### config.mk
export PLATFORM = sky130hd
export DESIGN_NAME = saiu_top
export DESIGN_NICKNAME = d
export VERILOG_FILES = /design/src/design/saiu_pkg.sv /design/src/design/saiu_top.sv /design/src/design/saiu_pin_irq.sv
export VERILOG_INCLUDE_DIRS = /design/src /design/src/design
export SDC_FILE = /design/constraint.sdc
export NUM_CORES = 1
export LEC_CHECK = 0
export BUFFER_PORTS_ARGS = -buffer_cell sky130_fd_sc_hd__buf_2
export CAP_MARGIN = 5
export CORE_AREA = 2 2 154 156
export DETAILED_ROUTE_END_ITERATION = 8
export DIE_AREA = 0 0 156 158
export GPL_TIMING_DRIVEN = 0
export PLACE_DENSITY_LB_ADDON = 0.1
export SYNTH_ARGS = -nofsm -noshare
export SYNTH_HDL_FRONTEND = slang
export SYNTH_SLANG_ARGS = --single-unit
### constraint.sdc
create_clock -name CLOCK_IN -period 11.5 [get_ports CLOCK_IN]
set_clock_uncertainty 0.1 [all_clocks]
set_input_delay 1.15 -clock CLOCK_IN [delete_from_list [all_inputs] [get_ports CLOCK_IN]]
set_output_delay 1.15 -clock CLOCK_IN [all_outputs]
set_load 0.01 [all_outputs]
### src/design/saiu_cfg.svh
`ifndef SAIU_CFG_SVH
`define SAIU_CFG_SVH

`define SAIU_CLK_MHZ      25

`define SAIU_A_ADDR_A     8'h10
`define SAIU_A_GIE        8'h20
`define SAIU_A_EPIE       8'h21
`define SAIU_A_DACIE      8'h22
`define SAIU_A_DACPOL     8'h23
`define SAIU_A_GPIE0      8'h24
`define SAIU_A_GPPOL      8'h28
`define SAIU_A_PHST       8'h29
`define SAIU_A_ADDR_B     8'h40
`define SAIU_A_PORT_EN    8'h49
`define SAIU_A_PSC        8'hff

`define SAIU_PSC_RST      8'h11
`define SAIU_B_RUN        0
`define SAIU_B_IES        2
`define SAIU_B_SUSP       3
`define SAIU_B_POR        4
`define SAIU_B_BRST       5
`define SAIU_B_WDG        6
`define SAIU_B_PEND       7
`define SAIU_GIE_GPIO     5

`define SAIU_T_SE0_NS     12000
`define SAIU_T_TICK_NS    128000
`define SAIU_SLOW_DIV     8
`define SAIU_T_WATCH_US   8000
`define SAIU_T_START_US   96000
`define SAIU_CALL_CYC     10
`define SAIU_JMP_CYC      5

`define SAIU_RESET_VEC    16'h0000
`define SAIU_VEC_STEP     2
`define SAIU_NSRC         12

`endif

### src/design/saiu_pkg.sv
package saiu_pkg;

  typedef enum logic [1:0] {
    ST_IDLE = 2'b00,
    ST_CALL = 2'b01,
    ST_JUMP = 2'b10
  } saiu_entry_t;

  typedef struct packed {
    logic [7:0] addr;
    logic [7:0] wdata;
    logic       wr;
    logic       rd;
  } saiu_bus_t;

  typedef struct packed {
    logic [3:0] connect_chg;
    logic [3:0] babble;
    logic [3:0] resume;
    logic [3:0] forced;
  } saiu_hub_t;

  typedef struct packed {
    logic        load;
    logic [15:0] addr;
  } saiu_vec_t;

endpackage

### src/design/saiu_top.sv
// Behaviour
// - Writing one to the suspend bit halts the core and enters suspend.
// - Enabled pending interrupt or bus activity wakes; next instruction runs first.
// - Suspend request ignored while USB bus activity is present.
// - SE0 held 12 us is a bus reset; sets bit 5.
// - Watchdog expiry after 8 ms without clear sets bit 6 and resets.
// - Bit 7 shows any pending interrupt; entry clears the serviced one.
// - Status register powers up as 00010001.
// - Start-up suspend of 96 ms; watchdog fires unless SE0 aborts it.
// - Watchdog reset loads 01XX0001, keeping power-on and bus-reset flags.
// - Any reset starts at address 0x0000; vectors are two bytes apart.
// - Vectors 0x0002 to 0x0018 in fixed source order.
// - Entry takes rest of instruction, plus 10 call and 5 jump cycles.
// - Bus reset clears device addresses and hub port registers.
// - Bus-reset interrupt raised when SE0 ends; bus reset aborts start-up.
// - Two periodic timer sources, 128 us and 1.024 ms.
// - Endpoint interrupts fire on the final acknowledge of a transaction.
// - Hub interrupt on unforced connect change, or on babble or resume of an enabled port.
// - Current-sink pins: enabled edge interrupts, per-pin polarity, owner blocks.
// - GPIO pins: enabled edge interrupts, per-port polarity, owner blocks.
// - Parallel host port owns GPIO vector, enabled only by global bit 5.
`include "saiu_cfg.svh"

module saiu_top #(
  parameter int unsigned WDT_CYCLES   = `SAIU_T_WATCH_US * `SAIU_CLK_MHZ,
  parameter int unsigned START_CYCLES = `SAIU_T_START_US * `SAIU_CLK_MHZ
) (
  input  wire logic                CLOCK_IN,
  input  wire logic                RST_IN,
  input  wire saiu_pkg::saiu_bus_t BUS_IN,
  output logic [7:0]               RDATA_OUT,
  input  wire logic                CPU_INSTR_END_IN,
  input  wire logic                CPU_EI_IN,
  input  wire logic                CPU_DI_IN,
  input  wire logic                CPU_RETI_IN,
  input  wire logic                CPU_HALT_INSTR_IN,
  input  wire logic                WDT_CLEAR_IN,
  output logic                     CPU_RUN_OUT,
  output saiu_pkg::saiu_vec_t      VEC_OUT,
  output logic                     ENTRY_BUSY_OUT,
  output logic                     SUSPEND_OUT,
  output logic                     WDT_RESET_OUT,
  input  wire logic                USB_DP_IN,
  input  wire logic                USB_DM_IN,
  input  wire logic                USB_ACTIVITY_IN,
  input  wire logic [4:0]          EP_IN_ACK_IN,
  input  wire logic [4:0]          EP_OUT_ACK_IN,
  input  wire saiu_pkg::saiu_hub_t HUB_IN,
  input  wire logic [7:0]          DAC_PIN_IN,
  input  wire logic [30:0]         GPIO_PIN_IN,
  input  wire logic                PHST_EVENT_IN,
  input  wire logic                I2C_EVENT_IN,
  output logic [7:0]               USB_ADDR_A_OUT,
  output logic [7:0]               USB_ADDR_B_OUT,
  output logic [3:0]               HUB_PORT_EN_OUT,
  output logic                     HUB_REGS_CLEAR_OUT
);
  import saiu_pkg::*;

  localparam int SE0_CYC  = (`SAIU_T_SE0_NS * `SAIU_CLK_MHZ + 999) / 1000;
  localparam int TICK_CYC = `SAIU_T_TICK_NS * `SAIU_CLK_MHZ / 1000;
  localparam int NSRC     = `SAIU_NSRC;

  // Status and control bits
  logic            run;
  logic            susp;
  logic            por;
  logic            brst;
  logic            wdg;
  logic            ies;
  logic            wake_hold;
  // Configuration
  logic [7:0]      gie;
  logic [4:0]      epie;
  logic [7:0]      dacie;
  logic [7:0]      dacpol;
  logic [31:0]     gpie;
  logic [3:0]      gppol;
  logic            phst_en;
  logic [7:0]      addr_a;
  logic [7:0]      addr_b;
  logic [3:0]      port_en;
  // Event sources
  logic [8:0]      se0_cnt;
  logic            se0;
  logic            se0_seen;
  logic            brst_det;
  logic            brst_irq_ev;
  logic [11:0]     tick_cnt;
  logic [2:0]      slow_cnt;
  logic            tick_fast;
  logic            tick_slow;
  logic [23:0]     wdt_cnt;
  logic            wdt_fire;
  logic [23:0]     start_cnt;
  logic            starting;
  logic            start_end;
  logic            dac_ev;
  logic            gpio_ev;
  logic            gpio_vec_ev;
  logic            hub_ev;
  logic [4:0]      ep_ev;
  // Interrupt arbitration
  logic [NSRC-1:0] src_ev;
  logic [NSRC-1:0] src_en;
  logic [NSRC-1:0] pend;
  logic [NSRC-1:0] elig;
  logic [NSRC-1:0] next_pend;
  logic [3:0]      sel;
  logic            take;
  logic            wake;
  saiu_entry_t     state;
  logic [3:0]      cyc;
  logic [15:0]     entry_addr;
  logic [30:0]     gp_pol_pins;
  logic [7:0]      rd_val;

  function automatic logic [3:0] lowest(input logic [NSRC-1:0] v);
    logic [3:0] r;
    r = 4'h0;
    for (int i = NSRC - 1; i >= 0; i--) begin
      if (v[i]) begin
        r = 4'(i);
      end
    end
    return r;
  endfunction

  // ---------------- Bus reset detection ----------------
  assign se0      = ~USB_DP_IN & ~USB_DM_IN;
  assign brst_det = se0 && !se0_seen && se0_cnt == 9'(SE0_CYC - 1);
  assign brst_irq_ev = se0_seen && !se0;

  always_ff @(posedge CLOCK_IN or posedge RST_IN) begin
    if (RST_IN) begin
      se0_cnt  <= 9'h000;
      se0_seen <= 1'b0;
    end else if (!se0) begin
      se0_cnt  <= 9'h000;
      se0_seen <= 1'b0;
    end else begin
      if (!se0_seen) begin
        se0_cnt <= se0_cnt + 9'h001;
      end
      if (brst_det) begin
        se0_seen <= 1'b1;
      end
    end
  end

  always_ff @(posedge CLOCK_IN or posedge RST_IN) begin
    if (RST_IN) begin
      HUB_REGS_CLEAR_OUT <= 1'b0;
    end else begin
      HUB_REGS_CLEAR_OUT <= brst_det;
    end
  end

  // ---------------- Periodic timers, stopped in suspend ----------------
  assign tick_fast = !susp && tick_cnt == 12'(TICK_CYC - 1);
  assign tick_slow = tick_fast && slow_cnt == 3'(`SAIU_SLOW_DIV - 1);

  always_ff @(posedge CLOCK_IN or posedge RST_IN) begin
    if (RST_IN) begin
      tick_cnt <= 12'h000;
      slow_cnt <= 3'h0;
    end else if (!susp) begin
      tick_cnt <= tick_fast ? 12'h000 : tick_cnt + 12'h001;
      if (tick_fast) begin
        slow_cnt <= slow_cnt + 3'h1;
      end
    end
  end

  // ---------------- Watchdog and start-up delay ----------------
  assign wdt_fire  = !susp && wdt_cnt == 24'(WDT_CYCLES - 1);
  assign start_end = starting && (start_cnt == 24'(START_CYCLES - 1) || brst_det);

  always_ff @(posedge CLOCK_IN or posedge RST_IN) begin
    if (RST_IN) begin
      wdt_cnt <= 24'h000000;
    end else if (WDT_CLEAR_IN || wdt_fire) begin
      wdt_cnt <= 24'h000000;
    end else if (!susp) begin
      wdt_cnt <= wdt_cnt + 24'h000001;
    end
  end

  always_ff @(posedge CLOCK_IN or posedge RST_IN) begin
    if (RST_IN) begin
      start_cnt <= 24'h000000;
      starting  <= 1'b1;
    end else if (start_end) begin
      starting  <= 1'b0;
    end else if (starting) begin
      start_cnt <= start_cnt + 24'h000001;
    end
  end

  always_ff @(posedge CLOCK_IN or posedge RST_IN) begin
    if (RST_IN) begin
      WDT_RESET_OUT <= 1'b0;
    end else begin
      WDT_RESET_OUT <= wdt_fire;
    end
  end

  // ---------------- Pin, endpoint and hub sources ----------------
  assign gp_pol_pins = {{7{gppol[3]}}, {8{gppol[2]}}, {8{gppol[1]}}, {8{gppol[0]}}};

  saiu_pin_irq #(.W(8)) u_dac_irq (
    .clk_in    (CLOCK_IN),
    .rst_in    (RST_IN),
    .pin_in    (DAC_PIN_IN),
    .en_in     (dacie),
    .pol_in    (dacpol),
    .event_out (dac_ev)
  );

  saiu_pin_irq #(.W(31)) u_gpio_irq (
    .clk_in    (CLOCK_IN),
    .rst_in    (RST_IN),
    .pin_in    (GPIO_PIN_IN),
    .en_in     (gpie[30:0]),
    .pol_in    (gp_pol_pins),
    .event_out (gpio_ev)
  );

  assign gpio_vec_ev = phst_en ? PHST_EVENT_IN : gpio_ev;
  assign ep_ev       = EP_IN_ACK_IN | EP_OUT_ACK_IN;
  assign hub_ev      = |(HUB_IN.connect_chg & ~HUB_IN.forced)
                     | |((HUB_IN.babble | HUB_IN.resume) & port_en);

  // ---------------- Pending flags and arbitration ----------------
  // Index 0 is vector 1 (bus reset) up to index 11, vector 12
  assign src_ev = {I2C_EVENT_IN, gpio_vec_ev, dac_ev, hub_ev, ep_ev,
                   tick_slow, tick_fast, brst_irq_ev};
  assign src_en = {gie[6], gie[`SAIU_GIE_GPIO], gie[4], gie[3], epie,
                   gie[2], gie[1], gie[0]};
  assign elig   = pend & src_en;
  assign sel    = lowest(elig);
  assign take   = state == ST_IDLE && ies && |elig && CPU_INSTR_END_IN
                  && !wake_hold && !starting && run && !susp;
  assign wake   = susp && (USB_ACTIVITY_IN || |elig);
  assign entry_addr = 16'((32'(sel) + 1) * `SAIU_VEC_STEP);

  always_comb begin
    next_pend = pend;
    if (take) begin
      next_pend[sel] = 1'b0;
    end
    next_pend = next_pend | src_ev;
    if (wdt_fire) begin
      next_pend = '0;
    end
  end

  always_ff @(posedge CLOCK_IN or posedge RST_IN) begin
    if (RST_IN) begin
      pend <= '0;
    end else begin
      pend <= next_pend;
    end
  end

  // ---------------- Interrupt entry sequence ----------------
  always_ff @(posedge CLOCK_IN or posedge RST_IN) begin
    if (RST_IN) begin
      state   <= ST_IDLE;
      cyc     <= 4'h0;
      ies     <= 1'b0;
      VEC_OUT <= '0;
    end else begin
      VEC_OUT.load <= 1'b0;
      if (wdt_fire || CPU_HALT_INSTR_IN) begin
        state <= ST_IDLE;
        ies   <= 1'b0;
        // Start-up end must still restart the core when the watchdog fires with it
        if ((wdt_fire && !starting) || start_end) begin
          VEC_OUT.load <= 1'b1;
          VEC_OUT.addr <= `SAIU_RESET_VEC;
        end
      end else if (start_end) begin
        VEC_OUT.load <= 1'b1;
        VEC_OUT.addr <= `SAIU_RESET_VEC;
      end else begin
        case (state)
          ST_IDLE: begin
            if (take) begin
              state        <= ST_CALL;
              cyc          <= 4'(`SAIU_CALL_CYC - 1);
              ies          <= 1'b0;
              VEC_OUT.addr <= entry_addr;
            end else if (CPU_EI_IN || CPU_RETI_IN) begin
              ies <= 1'b1;
            end else if (CPU_DI_IN) begin
              ies <= 1'b0;
            end
          end
          ST_CALL: begin
            if (cyc == 4'h0) begin
              state <= ST_JUMP;
              cyc   <= 4'(`SAIU_JMP_CYC - 1);
            end else begin
              cyc <= cyc - 4'h1;
            end
          end
          ST_JUMP: begin
            if (cyc == 4'h0) begin
              state        <= ST_IDLE;
              VEC_OUT.load <= 1'b1;
            end else begin
              cyc <= cyc - 4'h1;
            end
          end
          default: begin
            state <= ST_IDLE;
          end
        endcase
      end
    end
  end

  assign ENTRY_BUSY_OUT = state != ST_IDLE;
  assign CPU_RUN_OUT    = run && !susp && !starting;
  assign SUSPEND_OUT    = susp;

  // ---------------- Status and control register ----------------
  always_ff @(posedge CLOCK_IN or posedge RST_IN) begin
    if (RST_IN) begin
      run  <= 1'(`SAIU_PSC_RST >> `SAIU_B_RUN);
      por  <= 1'b1;
      susp <= 1'b0;
      brst <= 1'b0;
      wdg  <= 1'b0;
    end else if (wdt_fire) begin
      run  <= 1'b1;
      susp <= 1'b0;
      wdg  <= 1'b1;
      brst <= brst | brst_det;
    end else if (CPU_HALT_INSTR_IN) begin
      run  <= 1'b0;
      susp <= 1'b0;
      por  <= 1'b0;
      wdg  <= 1'b0;
      brst <= brst_det;
    end else begin
      if (BUS_IN.wr && BUS_IN.addr == `SAIU_A_PSC) begin
        run  <= BUS_IN.wdata[`SAIU_B_RUN];
        por  <= BUS_IN.wdata[`SAIU_B_POR];
        wdg  <= BUS_IN.wdata[`SAIU_B_WDG];
        brst <= BUS_IN.wdata[`SAIU_B_BRST] | brst_det;
        susp <= BUS_IN.wdata[`SAIU_B_SUSP] & ~USB_ACTIVITY_IN;
      end else begin
        if (brst_det) begin
          brst <= 1'b1;
        end
        if (wake) begin
          susp <= 1'b0;
        end
      end
    end
  end

  // After wake the instruction following the suspend write runs first
  always_ff @(posedge CLOCK_IN or posedge RST_IN) begin
    if (RST_IN) begin
      wake_hold <= 1'b0;
    end else if (wake) begin
      wake_hold <= 1'b1;
    end else if (CPU_INSTR_END_IN || wdt_fire) begin
      wake_hold <= 1'b0;
    end
  end

  // ---------------- Configuration registers ----------------
  always_ff @(posedge CLOCK_IN or posedge RST_IN) begin
    if (RST_IN) begin
      gie     <= 8'h00;
      epie    <= 5'h00;
      dacie   <= 8'h00;
      dacpol  <= 8'h00;
      gppol   <= 4'h0;
      phst_en <= 1'b0;
    end else if (BUS_IN.wr) begin
      case (BUS_IN.addr)
        `SAIU_A_GIE:    gie     <= BUS_IN.wdata;
        `SAIU_A_EPIE:   epie    <= BUS_IN.wdata[4:0];
        `SAIU_A_DACIE:  dacie   <= BUS_IN.wdata;
        `SAIU_A_DACPOL: dacpol  <= BUS_IN.wdata;
        `SAIU_A_GPPOL:  gppol   <= BUS_IN.wdata[3:0];
        `SAIU_A_PHST:   phst_en <= BUS_IN.wdata[0];
        default: begin
        end
      endcase
    end
  end

  genvar p;
  generate
    for (p = 0; p < 4; p++) begin : g_gpie
      always_ff @(posedge CLOCK_IN or posedge RST_IN) begin
        if (RST_IN) begin
          gpie[8*p +: 8] <= 8'h00;
        end else if (BUS_IN.wr && BUS_IN.addr == `SAIU_A_GPIE0 + 8'(p)) begin
          gpie[8*p +: 8] <= BUS_IN.wdata;
        end
      end
    end
  endgenerate

  // Device addresses and port enables, cleared by bus reset
  always_ff @(posedge CLOCK_IN or posedge RST_IN) begin
    if (RST_IN) begin
      addr_a  <= 8'h00;
      addr_b  <= 8'h00;
      port_en <= 4'h0;
    end else if (brst_det) begin
      addr_a  <= 8'h00;
      addr_b  <= 8'h00;
      port_en <= 4'h0;
    end else if (wdt_fire) begin
      addr_a <= 8'h00;
      addr_b <= 8'h00;
    end else if (BUS_IN.wr) begin
      case (BUS_IN.addr)
        `SAIU_A_ADDR_A:  addr_a  <= BUS_IN.wdata;
        `SAIU_A_ADDR_B:  addr_b  <= BUS_IN.wdata;
        `SAIU_A_PORT_EN: port_en <= BUS_IN.wdata[3:0];
        default: begin
        end
      endcase
    end
  end

  assign USB_ADDR_A_OUT  = addr_a;
  assign USB_ADDR_B_OUT  = addr_b;
  assign HUB_PORT_EN_OUT = port_en;

  // ---------------- Read path ----------------
  always_comb begin
    rd_val = 8'h00;
    case (BUS_IN.addr)
      `SAIU_A_PSC: begin
        rd_val[`SAIU_B_PEND] = |pend;
        rd_val[`SAIU_B_WDG]  = wdg;
        rd_val[`SAIU_B_BRST] = brst;
        rd_val[`SAIU_B_POR]  = por;
        rd_val[`SAIU_B_SUSP] = susp;
        rd_val[`SAIU_B_IES]  = ies;
        rd_val[`SAIU_B_RUN]  = run;
      end
      `SAIU_A_GIE:     rd_val = gie;
      `SAIU_A_EPIE:    rd_val = {3'h0, epie};
      `SAIU_A_DACIE:   rd_val = dacie;
      `SAIU_A_DACPOL:  rd_val = dacpol;
      `SAIU_A_GPIE0:   rd_val = gpie[7:0];
      8'h25:           rd_val = gpie[15:8];
      8'h26:           rd_val = gpie[23:16];
      8'h27:           rd_val = {1'b0, gpie[30:24]};
      `SAIU_A_GPPOL:   rd_val = {4'h0, gppol};
      `SAIU_A_PHST:    rd_val = {7'h00, phst_en};
      `SAIU_A_ADDR_A:  rd_val = addr_a;
      `SAIU_A_ADDR_B:  rd_val = addr_b;
      `SAIU_A_PORT_EN: rd_val = {4'h0, port_en};
      default:         rd_val = 8'h00;
    endcase
  end

  always_ff @(posedge CLOCK_IN or posedge RST_IN) begin
    if (RST_IN) begin
      RDATA_OUT <= 8'h00;
    end else begin
      RDATA_OUT <= BUS_IN.rd ? rd_val : 8'h00;
    end
  end

endmodule // saiu_top

### src/design/saiu_pin_irq.sv
module saiu_pin_irq #(
  parameter int W = 8
) (
  input  wire logic         clk_in,
  input  wire logic         rst_in,
  input  wire logic [W-1:0] pin_in,
  input  wire logic [W-1:0] en_in,
  input  wire logic [W-1:0] pol_in,
  output logic              event_out
);
  logic [W-1:0] act;
  logic [W-1:0] act_q;
  logic [W-1:0] rise;
  logic [W-1:0] owner;
  logic         hold;

  // Polarity 1 means a rising edge triggers, 0 a falling edge
  assign act  = ~(pin_in ^ pol_in);
  assign rise = act & ~act_q & en_in;
  assign hold = |owner;

  genvar i;
  generate
    for (i = 0; i < W; i++) begin : g_pin
      always_ff @(posedge clk_in or posedge rst_in) begin
        if (rst_in) begin
          act_q[i] <= 1'b0;
          owner[i] <= 1'b0;
        end else begin
          act_q[i] <= act[i];
          // Owner blocks the others until inactive or disabled
          owner[i] <= (owner[i] & act[i] & en_in[i]) | (~hold & rise[i]);
        end
      end
    end
  endgenerate

  always_ff @(posedge clk_in or posedge rst_in) begin
    if (rst_in) begin
      event_out <= 1'b0;
    end else begin
      event_out <= ~hold & (|rise);
    end
  end

endmodule // saiu_pin_irq

==> reports/qor.yml <==
power_and_ir_drop:
  worst_ir_drop_vdd_v: 0.000104
  cellPowerDensity_nw_per_um2: 148
  p_leak_nw: 7.24
  total_power_mw: 2.29
logic_synthesis:
  syn_area_um2: 13300
  syn_inst: 1254
  avgSynthCellArea_um2: 10.6
  yosys.area.top_type: "dfrtp_1"
  synth-seq-cells: 280
  synth.top_cell.area_share: 0.520
  synth.area.top_cells: "dfrtp_1 52%, nor2_1 6.2%, mux2_2 5.2%, xnor2_1 4.5%, nand2_1 3.1%"
  seq_area_frac_synth: 0.526
  synthFlopType: "dfrtp_1"
  async_flop_share: 1.00
  synth.distinct_cells: 74
  synth-edff-count: 0
  ys_warn_count: 0
sta:
  setup_viol: 0
  clock.fmax_mhz: 341
  relSlewSlack: 0.487
  hold_ws_ns: 0.366
  setup-tns-final_ns: 0
  period_needed_ns: 2.93
  hold_violations: 0
  rsz0062_at_grt: "false"
  drv_slew: 0
  tightestPinTransition_ns: 0.765
  timing.final.crit_share: 0.255
clock_tree:
  clock_sinks: 280
  post_cts_buffers: 0
  path_clk_slew_ns: 0.06
  numCtsBuffers: 29
  cts_resized: 0
  clock_latency_ns: 0.55
  holdBufCountCts: 0
  cts.path.max_buffers: 3
  h-tree-depth: 1
  cts_tree: "built"
  root_buffer: "clkbuf_16"
min_path:
  hold-path-cell-count: 1
  holdPathEnd: "start_cnt[7]$_DFFE_PP0P_"
  min_from: "start_cnt[7]$_DFFE_PP0P_"
  hp-class: "flop to flop"
layout:
  nets: 1537
  drive_gt1_frac: 0.218
  num-fill-cells: 1812
  syn_to_final_growth_pct: 15.4
  diodes: 0
grt:
  grt_pass1_wl_um: 54100
  grt_max_degree: 134
  grt_overflow: 0
  grt_pass1_vias: 10100
  grt_antenna_before_repair: 1
  grtUsageTotal: 0.281
drt:
  drt-vias-per-instance: 5.79
  drt_iter0_drc: 617
  drt-total-wl_um: 33900
  wl_per_cell_um: 19.5
  num_vias: 10100
  drt-pass1-iter-count: 8
  drc_errors: 0
  ant_nets: 0
worst_setup_path:
  cp_max_fo: 6
  worstPathCellList: "inv_1 -> ha_1 -> inv_1 -> buf_2"
  reg2reg_depth: 7
  end_kind: "output pin"
  critPathKind: "flop to output pin"
  regToRegSetupSlack_ns: 9.00
  slowest_stage: "dfrtp_1"
  critPathMaxStageDelay_ns: 0.42
  critPathLaunchType: "flop"
  cp_data_arrival_time_ns: 1.68
  cpMostUsedCell: "inv_1"
  required_ns: 10.25
  r2r_end: "wdt_cnt[16]$_DFFE_PP0P_"
  rr_startpoint: "SUSPEND_OUT$_DFFE_PP0P_"
job:
  maxCapViolCount: 0
placement:
  place_congestion: 0.943
  numPortBuffers: 130
  dp_hpwl_um: 24400
die:
  die_area_um2: 24600
  chipWidth_um: 156
  core_um2: 23100
  rows: 56
  chipHeight_um: 158
  initial_core_util: 0.578
  ios: 146
run_status:
  status: "completed"
==> layout make-up <==
type / instances / area (µm²) / share of cell area
Buffer: 55 / 297 / 0.0193
Clock buffer: 40 / 817 / 0.0531
Clock inverter: 10 / 129 / 0.00837
Inverter: 23 / 93.8 / 0.00610
Multi-Input combinational cell: 906 / 5980 / 0.388
Sequential cell: 280 / 7010 / 0.455
Tap cell: 290 / 363 / 0.0236
Timing Repair Buffer: 132 / 706 / 0.0458
==> kinds of logic (layout without fill, tap and decap cells) <==
family                     count (synthesis)  count (layout)  synth area share
other                                      1              11          0.000281
muxes                                     97              97            0.0882
buffers and inverters                     78             260            0.0287
AOI/OAI and AO/OA                        163             163            0.0874
adders and majority gates                 14              14            0.0131
xor gates and xnor gates                 105             105            0.0690
and+or+nand+nor                          516             516             0.188
DFF                                      280             280             0.526
==> worst max path at each step <==
| stage | startpoint | end | slack, ns |
|---|---|---|---|
| 3_3_place_gp | RST_IN | u_gpio_irq.owner[8]$_DFF_PP0_ | -0.42 |
| 3_5_place_dp | BUS_IN[13] | RDATA_OUT[1]$_DFF_PP0_ | 8.23 |
| 5_1_grt | state[1]$_DFFE_PP0P_ | ENTRY_BUSY_OUT | 8.48 |
| 4_1_cts | state[1]$_DFFE_PP0P_ | ENTRY_BUSY_OUT | 8.56 |
| 2_1_floorplan | RST_IN | HUB_PORT_EN_OUT[0]$_DFFE_PP0P_ | 2.53 |
| 6_report | state[1]$_DFFE_PP0P_ | ENTRY_BUSY_OUT | 8.57 |
==> where the power goes <==
group | switching (mW) | internal, mW | leakage [nW]
clock | 0.382 | 0.559 | 0.471
sequential | 0.0525 | 1.04 | 3.69
combinational | 0.150 | 0.100 | 3.09
==> metrics by stage <==
step                area, µm²  instances  setup slack (ns)   util
finish                  15400       1736              8.57  0.668
global route            15400       1736              8.48  0.668
CTS                     15400       1736              8.56  0.668
detailed placement      14400       1686              8.23  0.627
global placement        14400       1684            -0.424  0.624
floorplan               13400       1264              2.53      -
==> cells in the final DEF, fill, tap and decap left out, drive strengths merged, types with 11 or more instances in the layout <==
cell / n
ha: 14
nand4: 26
xor2: 36
o22ai: 24
buf: 165
a22oi: 22
and3: 13
nand3: 39
nor3: 18
nor2: 219
nand2: 111
a22o: 11
conb: 11
nor2b: 14
nor4: 19
xnor2: 69
mux2: 70
dfrtp: 277
inv: 24
mux2i: 20
a21oi: 27
o21ai: 25
clkbuf: 62
==> cell usage after synthesis, types with 3 or more instances <==
cell,number
nor4b_1,5
nand3_1,37
or3_1,4
nor4_1,19
mux4_2,7
nand2_1,110
and3_1,13
clkbuf_1,21
o21ai_0,24
buf_2,14
mux2_2,62
or2_2,5
nand4_1,24
mux2i_1,20
ha_1,14
o211ai_1,4
a211oi_1,5
nor3_1,12
dfstp_2,3
nor3_2,5
a21o_1,4
nor2_1,219
xnor2_1,69
a22o_1,11
and2_1,8
buf_4,15
a32oi_1,4
a221oi_1,6
nand4b_1,3
a21oi_1,27
and3b_1,4
nand2b_1,9
mux2_4,8
o22ai_1,24
dfrtp_1,277
a31oi_1,9
o31ai_1,4
and4_1,7
inv_1,23
xor2_1,36
nor2b_1,14
a22oi_1,22
==> worst max-delay path: cells and delay by family, from the launching register on <==
family	cells	cell delay, ns
adder cells (fa/ha/maj)	1	0.36
buffers and inverters	3	0.36
flip-flops	1	0.42
==> flip-flops by register name (all words and copies together), names as in the netlist, 9 cells and up <==
register	count
gpie	31
u_gpio_irq.act_q	31
u_gpio_irq.owner	31
start_cnt	24
wdt_cnt	24
pend	12
tick_cnt	12
se0_cnt	9
==> layer usage <==
metal / part of all wire / wire length, µm / GRT usage
met1: 0.43 / 14500 / 0.380
met2: 0.47 / 16000 / 0.466
met3: 0.058 / 1950 / 0.0438
met4: 0.040 / 1360 / 0.0992
met5: 0.00021 / 7 / 0
Power figures use the tool's default switching activity.
